### src/rtl/adss_consts.vh
`ifndef ADSS_CONSTS_VH
`define ADSS_CONSTS_VH

// APB register byte addresses.
`define ADSS_ADDR_CTRL 12'h000
`define ADSS_ADDR_PLL 12'h004
`define ADSS_ADDR_LINK 12'h008
`define ADSS_ADDR_CAL 12'h00c
`define ADSS_ADDR_REFOUT 12'h010
`define ADSS_ADDR_STATUS 12'h014

// Control register bits.
`define ADSS_CTRL_SOFT_RESET 0
`define ADSS_CTRL_LINK_EN 1
`define ADSS_CTRL_CAL_EN 2
`define ADSS_CTRL_OVER_RANGE_ENABLE 3
`define ADSS_CTRL_SW_TRIG 4
`define ADSS_CTRL_PIN_TRIG_EN 5
`define ADSS_CTRL_STAT_SEL 6
`define ADSS_CTRL_RESET 32'h0000_0016

// PLL register fields.
`define ADSS_PLL_RESET_BIT 0
`define ADSS_PLL_CAL_EN_BIT 1
`define ADSS_PLL_RESET_VAL 32'h0000_0001
`define ADSS_FIELD_A_LSB 8
`define ADSS_FIELD_A_REQ 8'h4a

// Link register fields.
`define ADSS_LINK_MODE_MSB 4
`define ADSS_LINK_MODE_LSB 0
`define ADSS_LINK_KM1_MSB 15
`define ADSS_LINK_KM1_LSB 8
`define ADSS_LINK_SYNC_SEL 16
`define ADSS_MODE_64B66B 5'h08

// Calibration option bits.
`define ADSS_CAL_BG_MODE 0
`define ADSS_CAL_OFFSET 1

// Status register bits.
`define ADSS_ST_INIT_DONE 0
`define ADSS_ST_VCO_DONE 1
`define ADSS_ST_PLL_LOCK 2
`define ADSS_ST_FOREGROUND_CAL_DONE_BIT 3
`define ADSS_ST_LINK_RUN 4
`define ADSS_ST_CAL_RUN 5
`define ADSS_ST_SYNC_REQ 6
`define ADSS_ST_REF_SE 7
`define ADSS_ST_STRAP_BAD 8

// Timing counts in clock cycles at 100 MHz, sized to the timer width.
`define ADSS_INIT_CYC 16'h00c8
`define ADSS_VCO_CAL_CYC 16'h01f4
`define ADSS_LOCK_CYC 16'h0064
`define ADSS_FG_CAL_CYC 16'h012c

`endif

### src/rtl/adss_seq.v
// Local design decisions: the APB register port and the register addresses.
`timescale 1ns/1ps
`include "adss_consts.vh"

// How it works
// - Soft reset runs initialization; init-done bit rises when it ends.
// - Clearing PLL reset starts PLL lock, and VCO calibration if the PLL calibration-enable bit is set, when the strap enables the PLL.
// - Link enable at 0 drops the link-run and sync-request outputs.
// - Calibration enable at 0 halts the calibration state machine.
// - Device reports VCO calibration done and PLL locked status bits.
// - Software trigger written 0 then 1 starts foreground calibration.
// - With pin trigger enabled, trigger pin low then high starts calibration.
// - Finished calibration sets done bit and, with status select at 0, drives status pin high.
// - 8B/10B modes act on SYNC; 64B/66B modes ignore it.
// - Link mode 8 is 64B/66B: no SYNC, no multiframe length.
module adss_seq (
    // Clock and reset
    input wire clock_i,
    input wire rst_n_i,
    // APB slave
    input wire psel_i,
    input wire penable_i,
    input wire pwrite_i,
    input wire [11:0] paddr_i,
    input wire [31:0] pwdata_i,
    output reg [31:0] prdata_o,
    output reg pready_o,
    output reg pslverr_o,
    // Straps and pins
    input wire pll_enable_strap_i,
    input wire ref_select_strap_i,
    input wire cal_trigger_pin_i,
    input wire single_ended_sync_input_i,
    input wire timestamp_diff_input_i,
    // Pin outputs
    output reg cal_status_pin_o,
    output reg link_run_o,
    output reg link_sync_req_o,
    output reg transceiver_ref_out_en_o
);
    // ==========================================================
    // Sequencer states
    localparam [3:0] ST_INIT = 4'b0001;
    localparam [3:0] ST_IDLE = 4'b0010;
    localparam [3:0] ST_CAL = 4'b0100;
    localparam [3:0] ST_HALT = 4'b1000;

    reg [3:0] state;
    reg [3:0] next_state;
    reg [31:0] ctrl;
    reg [31:0] pll;
    reg [31:0] link;
    reg [31:0] cal;
    reg [31:0] refout;
    reg init_done;
    reg vco_done;
    reg pll_lock;
    reg foreground_cal_done_bit;
    reg pll_en;
    reg strap_taken;
    reg trig_pin_q;
    reg soft_trig_q;
    reg pll_reset_q;
    reg ref_se;
    reg [31:0] status_word;
    wire init_fin;
    wire vco_fin;
    wire lock_fin;
    wire cal_fin;
    wire vco_busy;
    wire lock_busy;
    wire cal_busy;

    // ==========================================================
    // Decoded controls
    wire wr = psel_i && penable_i && pwrite_i && pready_o;
    wire rd_addr_ok = (paddr_i == `ADSS_ADDR_CTRL) || (paddr_i == `ADSS_ADDR_PLL) ||
                      (paddr_i == `ADSS_ADDR_LINK) || (paddr_i == `ADSS_ADDR_CAL) ||
                      (paddr_i == `ADSS_ADDR_REFOUT) || (paddr_i == `ADSS_ADDR_STATUS);
    wire soft_reset_go = wr && (paddr_i == `ADSS_ADDR_CTRL) &&
                         pwdata_i[`ADSS_CTRL_SOFT_RESET];
    wire cal_en = ctrl[`ADSS_CTRL_CAL_EN];
    wire pll_rst_bit = pll[`ADSS_PLL_RESET_BIT];
    wire mode_is_64 = (link[`ADSS_LINK_MODE_MSB:`ADSS_LINK_MODE_LSB] == `ADSS_MODE_64B66B);
    wire sync_src = link[`ADSS_LINK_SYNC_SEL] ? timestamp_diff_input_i :
                    single_ended_sync_input_i;
    wire sw_trig = ~soft_trig_q & ctrl[`ADSS_CTRL_SW_TRIG];
    wire pin_trig = ctrl[`ADSS_CTRL_PIN_TRIG_EN] & ~trig_pin_q & cal_trigger_pin_i;
    wire cal_start = (state == ST_IDLE) && cal_en && (sw_trig || pin_trig);
    // Calibration and lock start on the falling edge of the PLL reset bit.
    wire vco_start = pll_en && pll_reset_q && !pll_rst_bit &&
                     pll[`ADSS_PLL_CAL_EN_BIT];
    wire lock_start = pll_en && pll_reset_q && !pll_rst_bit;

    // ==========================================================
    // Timers
    // Initialization runs once after reset release and again on every soft reset.
    adss_timer #(.COUNT(`ADSS_INIT_CYC)) u_init (
        .clock_i(clock_i),
        .rst_n_i(rst_n_i),
        .start_i(soft_reset_go || !strap_taken),
        .abort_i(1'b0),
        .busy_o(),
        .done_o(init_fin)
    );

    // Each engine timer is cleared by the same condition that halts the engine.
    adss_timer #(.COUNT(`ADSS_VCO_CAL_CYC)) u_vco (
        .clock_i(clock_i),
        .rst_n_i(rst_n_i),
        .start_i(vco_start),
        .abort_i(pll_rst_bit),
        .busy_o(vco_busy),
        .done_o(vco_fin)
    );

    adss_timer #(.COUNT(`ADSS_LOCK_CYC)) u_lock (
        .clock_i(clock_i),
        .rst_n_i(rst_n_i),
        .start_i(lock_start),
        .abort_i(pll_rst_bit),
        .busy_o(lock_busy),
        .done_o(lock_fin)
    );

    adss_timer #(.COUNT(`ADSS_FG_CAL_CYC)) u_cal (
        .clock_i(clock_i),
        .rst_n_i(rst_n_i),
        .start_i(cal_start),
        .abort_i(!cal_en),
        .busy_o(cal_busy),
        .done_o(cal_fin)
    );

    // ==========================================================
    // Calibration state machine
    always @* begin
        next_state = state;
        case (state)
            ST_INIT: begin
                if (init_fin) begin
                    next_state = ST_IDLE;
                end
            end
            ST_IDLE: begin
                if (!cal_en) begin
                    next_state = ST_HALT;
                end else if (cal_start) begin
                    next_state = ST_CAL;
                end
            end
            ST_CAL: begin
                if (!cal_en) begin
                    next_state = ST_HALT;
                end else if (cal_fin) begin
                    next_state = ST_IDLE;
                end
            end
            ST_HALT: begin
                if (cal_en) begin
                    next_state = ST_IDLE;
                end
            end
            default: begin
                next_state = ST_INIT;
            end
        endcase
        if (soft_reset_go) begin
            next_state = ST_INIT;
        end
    end

    // ==========================================================
    // Registers and status
    always @(posedge clock_i or negedge rst_n_i) begin
        if (!rst_n_i) begin
            state <= ST_INIT;
            ctrl <= `ADSS_CTRL_RESET;
            pll <= `ADSS_PLL_RESET_VAL;
            link <= 32'h0000_0000;
            cal <= 32'h0000_0000;
            refout <= 32'h0000_0000;
            init_done <= 1'b0;
            vco_done <= 1'b0;
            pll_lock <= 1'b0;
            foreground_cal_done_bit <= 1'b0;
            pll_en <= 1'b0;
            ref_se <= 1'b0;
            strap_taken <= 1'b0;
            // Edge detectors start at the idle level, so release gives no false edge.
            trig_pin_q <= 1'b1;
            soft_trig_q <= 1'b1;
            pll_reset_q <= 1'b1;
        end else begin
            state <= next_state;
            trig_pin_q <= cal_trigger_pin_i;
            soft_trig_q <= ctrl[`ADSS_CTRL_SW_TRIG];
            pll_reset_q <= pll_rst_bit;
            if (!strap_taken) begin
                strap_taken <= 1'b1;
                pll_en <= pll_enable_strap_i;
                ref_se <= ref_select_strap_i;
            end
            if (soft_reset_go) begin
                init_done <= 1'b0;
            end else if (init_fin) begin
                init_done <= 1'b1;
            end
            if (pll_rst_bit || !pll_en) begin
                vco_done <= 1'b0;
                pll_lock <= 1'b0;
            end else begin
                if (vco_fin || (lock_start && !pll[`ADSS_PLL_CAL_EN_BIT])) begin
                    vco_done <= 1'b1;
                end
                if (lock_fin) begin
                    pll_lock <= 1'b1;
                end
            end
            // A halted calibration leaves the done flag as it was.
            if (cal_fin && state == ST_CAL) begin
                foreground_cal_done_bit <= 1'b1;
            end else if (cal_start) begin
                foreground_cal_done_bit <= 1'b0;
            end
            if (wr) begin
                case (paddr_i)
                    // Bit 0 is never stored: soft reset clears itself and reads back 0.
                    `ADSS_ADDR_CTRL: ctrl <= {25'h0, pwdata_i[6:1], 1'b0};
                    `ADSS_ADDR_PLL: pll <= pwdata_i;
                    `ADSS_ADDR_LINK: link <= pwdata_i;
                    `ADSS_ADDR_CAL: cal <= pwdata_i;
                    `ADSS_ADDR_REFOUT: refout <= pwdata_i;
                    default: begin
                    end
                endcase
            end
        end
    end

    // ==========================================================
    // Status word
    // Built from the named bit positions so the map lives in one place.
    always @* begin
        status_word = 32'h0000_0000;
        status_word[`ADSS_ST_INIT_DONE] = init_done;
        status_word[`ADSS_ST_VCO_DONE] = vco_done;
        status_word[`ADSS_ST_PLL_LOCK] = pll_lock;
        status_word[`ADSS_ST_FOREGROUND_CAL_DONE_BIT] = foreground_cal_done_bit;
        status_word[`ADSS_ST_LINK_RUN] = link_run_o;
        status_word[`ADSS_ST_CAL_RUN] = (state == ST_CAL);
        status_word[`ADSS_ST_SYNC_REQ] = link_sync_req_o;
        status_word[`ADSS_ST_REF_SE] = ref_se;
        status_word[`ADSS_ST_STRAP_BAD] = ref_se && !pll_en;
    end

    // ==========================================================
    // APB answer and pin outputs
    always @(posedge clock_i or negedge rst_n_i) begin
        if (!rst_n_i) begin
            prdata_o <= 32'h0000_0000;
            pready_o <= 1'b0;
            pslverr_o <= 1'b0;
            cal_status_pin_o <= 1'b0;
            link_run_o <= 1'b0;
            link_sync_req_o <= 1'b0;
            transceiver_ref_out_en_o <= 1'b0;
        end else begin
            pready_o <= psel_i && !penable_i;
            pslverr_o <= psel_i && !penable_i && !rd_addr_ok;
            prdata_o <= 32'h0000_0000;
            if (psel_i && !penable_i && !pwrite_i) begin
                case (paddr_i)
                    `ADSS_ADDR_CTRL: prdata_o <= ctrl;
                    `ADSS_ADDR_PLL: prdata_o <= pll;
                    `ADSS_ADDR_LINK: prdata_o <= link;
                    `ADSS_ADDR_CAL: prdata_o <= cal;
                    `ADSS_ADDR_REFOUT: prdata_o <= refout;
                    `ADSS_ADDR_STATUS: prdata_o <= status_word;
                    default: prdata_o <= 32'h0000_0000;
                endcase
            end
            cal_status_pin_o <= foreground_cal_done_bit && !ctrl[`ADSS_CTRL_STAT_SEL];
            link_run_o <= ctrl[`ADSS_CTRL_LINK_EN] && init_done;
            // In 64B/66B modes a receiver that keeps asserting sync has no effect.
            link_sync_req_o <= ctrl[`ADSS_CTRL_LINK_EN] && !mode_is_64 &&
                               sync_src;
            transceiver_ref_out_en_o <= refout[0];
        end
    end
endmodule

### src/rtl/adss_timer.v
`timescale 1ns/1ps
`include "adss_consts.vh"

// Down-counter: a start pulse loads the count, done rises when it expires.
module adss_timer #(
    parameter [15:0] COUNT = 16'h0001
) (
    // Clock and reset
    input wire clock_i,
    input wire rst_n_i,
    // Control
    input wire start_i,
    input wire abort_i,
    // Status
    output reg busy_o,
    output reg done_o
);
    reg [15:0] remain;

    always @(posedge clock_i or negedge rst_n_i) begin
        if (!rst_n_i) begin
            remain <= 16'h0000;
            busy_o <= 1'b0;
            done_o <= 1'b0;
        end else begin
            done_o <= 1'b0;
            if (abort_i) begin
                busy_o <= 1'b0;
                remain <= 16'h0000;
            end else if (start_i) begin
                busy_o <= 1'b1;
                remain <= COUNT;
            end else if (busy_o) begin
                if (remain == 16'h0001) begin
                    busy_o <= 1'b0;
                    done_o <= 1'b1;
                end
                remain <= remain - 16'h0001;
            end
        end
    end
endmodule

### config.mk
export PLATFORM = sky130hd
export DESIGN_NAME = adss_seq
export DESIGN_NICKNAME = d
export VERILOG_FILES = /design/src/rtl/adss_seq.v /design/src/rtl/adss_timer.v
export VERILOG_INCLUDE_DIRS = /design/src /design/src/rtl
export SDC_FILE = /design/constraint.sdc
export NUM_CORES = 1
export LEC_CHECK = 0
export ABC_AREA = 1
export BUFFER_PORTS_ARGS = -buffer_cell sky130_fd_sc_hd__buf_4
export CAP_MARGIN = 20
export CORE_MARGIN = 2
export CORE_UTILIZATION = 51
export CTS_BUF_LIST = sky130_fd_sc_hd__clkbuf_2
export DETAILED_ROUTE_END_ITERATION = 10
export MAX_ROUTING_LAYER = met4
export PLACE_DENSITY = 0.72
export SYNTH_ARGS = -nofsm -noshare
export SYNTH_HDL_FRONTEND = slang
export SYNTH_SLANG_ARGS = --single-unit
export TNS_END_PERCENT = 5
### constraint.sdc
create_clock -name clock_i -period 1.7 [get_ports clock_i]
set_input_delay 0.255 -clock clock_i [delete_from_list [all_inputs] [get_ports clock_i]]
set_output_delay 0.255 -clock clock_i [all_outputs]
set_load 0.005 [all_outputs]
==> results.yml <==
outcome:
  status: "completed"
routing:
  antenna_left: 0
  drtIter0Drc: 799
  drc: 0
  via_count: 10900
  via_per_inst: 5.23
  dr.pass1.iters: 7
  wl_per_cell_um: 14.9
  totalWireLength_um: 31000
synth:
  netlist_instances: 1484
  ys_types: 44
  ys_ff_latch: 258
  yosysSeqAreaShare_pct: 53.4
  yosysWarningCount: 0
  syn-cell-area_um2: 12100
  avgSynthCellArea_um2: 8.15
  yosysTopAreaCell: "dfrtp_1"
  synthTopCellsByArea: "dfrtp_1 52%, nand2_1 9.1%, nand3_1 6.3%"
  syn_nets: 1546
  yosys.area.top_type_share_pct: 51.7
sta:
  slew_violations: 0
  period_share_pct: 97.2
  fmax_ghz: 0.605
  fin_crit_ns: 1.65
  rsz0062_at_grt: "true"
  finalSetupViolCount: 0
  skew_ns: 0.0643
  hold_violations: 0
layout:
  multiInputGateArea_um2: 4740
  drive_gt1_share_pct: 18.8
  area_growth_pct: 23.0
  final_common_cell: "nand2_1"
  fill_cells: 2095
  finalNonFillerCells: 2081
  nNetsFinal: 1773
  final_cell_mix: "290 x nand2_1, 250 x dfrtp_1, 190 x nor2_1"
  postLayoutCellArea_um2: 14900
  seq_area_um2: 6470
worst_setup_path:
  reg2regPathDepth: 9
  worstPathCellList: "buf_6"
  critical_path.max_stage_delay_ns: 0.44
  endpoint: "prdata_o[24]"
  path_depth: 1
  reg2reg_to: "u_cal.remain[10]$_DFFE_PN0P_"
  startpoint_type: "register"
  crit_family: "flip-flops"
  r2r_setup_slack_ns: 0.11
  path_class: "register to primary output"
  cp_max_fo: 1
  end_kind: "primary output"
  required_ns: 1.44
  critPathSlowestCell: "dfrtp_1"
  worstSetupStartpoint: "prdata_o[24]$_DFF_PN0_"
  crit_buf_inv: 1
  cp.arrival_ns: 1.40
  r2r_start: "u_cal.remain[0]$_DFFE_PN0P_"
clock_tree:
  clk_latency_ns: 0.82
  root_buffer: "clkbuf_2"
  cts_max_path_buffers: 3
  cts.sinks: 258
  cts_tree: "done"
  htreeDepth: 3
  clk_pin_slew_worst_paths_ns: 0.10
  cts_setup_buffers: 0
  cts_buffers: 72
global_routing:
  grt_pass1_vias: 10500
  overflow: 0
  met3_usage_pct: 5.37
  grt_use_total_pct: 26.4
  grt_pass1_wl_um: 50900
  met2_usage_pct: 41.2
  grt_start_max_net_pins: 55
  use_met1_pct: 34.7
  busiest_layer: "met2"
  antenna_found_initial: 1
power:
  vdd_ir_drop_max_mv: 0.457
  power_density_nw_per_um2: 853
  p_leak_nw: 7.48
floorplan:
  dieArea_um2: 25000
  fp.dieH_um: 158
  num_rows: 56
  initial_core_util_pct: 51.7
  num_io_pins: 92
  die_w_um: 158
  core_um2: 23400
placement:
  post-dp-hpwl_um: 21000
  placed_cell_area_um2: 13700
  io_buffer_count: 91
  dp.cells: 1909
  globalplace.congestion: 0.910
min_path:
  hold_path.class: "input port to register"
  worstHoldStart: "paddr_i[0]"
run:
  maxCapViolations: 0
## per-layer routing
layer	wire length [µm]	up-vias
li1	-	5301
met1	13700	5129
met2	14500	386
met3	2090	61
met4	699	0
met5	0	-
## power by group
group	total (mW)	internal, mW	switching [mW]	leakage (nW)
Sequential	6.61	6.39	0.220	3.34
Clock	4.55	1.98	2.57	0.505
Combinational	1.53	0.639	0.893	3.64
## repair_timing
item | CTS | global route
hold endpoints to repair | 453 | 0
hold buffers | 47 | 0
gates resized for setup | 1 | 27
endpoints found under the setup margin | 1 | 37
pin swaps | 0 | 0
## flip-flops by register name (all words and copies together) (netlist names), 4 cells and up
register / cells
cal: 32
u_init.remain: 16
refout: 32
u_cal.remain: 16
pll: 32
link: 32
state: 4
ctrl: 6
prdata_o: 32
u_lock.remain: 16
u_vco.remain: 16
## logic make-up (layout without fill, tap and decap cells)
| logic type | after synthesis | in the layout | share of synthesized area, % |
|---|---|---|---|
| AND/OR/NAND/NOR | 753 | 753 | 27.7 |
| AO/OA/AOI/OAI | 209 | 209 | 8.84 |
| XOR/XNOR | 19 | 19 | 1.38 |
| adder cells (fa/ha/maj) | 8 | 8 | 0.827 |
| buffers and inverters | 235 | 512 | 7.72 |
| multiplexers | 1 | 1 | 0.0931 |
| flip-flops | 258 | 258 | 53.4 |
| other | 1 | 2 | 0.0310 |
## metrics by stage
| stage | util (%) | power, mW | hold slack [ns] | worst slack (ns) | TNS (ns) |
|---|---|---|---|---|---|
| 6_report | 63.6 | 12.7 | 0.0949 | 0.0484 | 0 |
| 3_3_place_gp | 58.4 | 8.09 | 0.220 | 0.0301 | 0 |
| 5_1_grt | 63.6 | 13.4 | 0.0462 | -0.0350 | -0.145 |
| 4_1_cts | 63.2 | 12.8 | 0.0135 | -0.00218 | -0.00218 |
| 3_5_place_dp | 58.4 | 8.14 | 0.220 | -0.0194 | -0.183 |
| 2_1_floorplan | - | 7.51 | -0.0406 | 0.159 | 0 |
## synth_stat cells, drive strengths merged
master and count:
a21boi 1, a21oi 33, a31oi 3, and2 4
and3 1, buf 23, clkbuf 34, clkinv 4
conb 1, dfrtp 250, dfstp 8, ha 8
inv 174, mux2 1, nand2 297, nand3 157
nand3b 2, nand4 44, nor2 207, nor3 19
nor3b 2, nor4 17, o21a 1, o21ai 164
o221ai 2, o22ai 4, o31ai 1, or2 3
xnor2 4, xor2 15
## worst min-delay path, cell delays in order
cell     delay, ns
buf_4         0.09
nor2_2        0.05
nand3_2       0.12
nor4_4        0.06
buf_6         0.17
nand2_1       0.07
o21ai_1       0.05
## how the worst min path moves through the flow
stage	slack [ns]	depth (start not counted)	endpoint
global placement	0.22	1	u_init.remain[14]$_DFFE_PN0P_
floorplan	-0.04	0	cal[0]$_DFFE_PN0P_
detailed placement	0.22	1	u_init.remain[14]$_DFFE_PN0P_
finish	0.09	7	pll[29]$_DFFE_PN0P_
global route	0.05	7	prdata_o[6]$_DFF_PN0_
CTS	0.01	7	prdata_o[8]$_DFF_PN0_
## layout make-up
type	count	area share, %
well taps	319	2.68
clock inverters	16	0.782
clock buffers	108	3.63
multi-input cells	991	31.9
inverters	178	4.50
flip-flops and latches	258	43.5
diodes	1	0.0168
repair buffers	210	13.1
(Power assumes the default switching activity.)
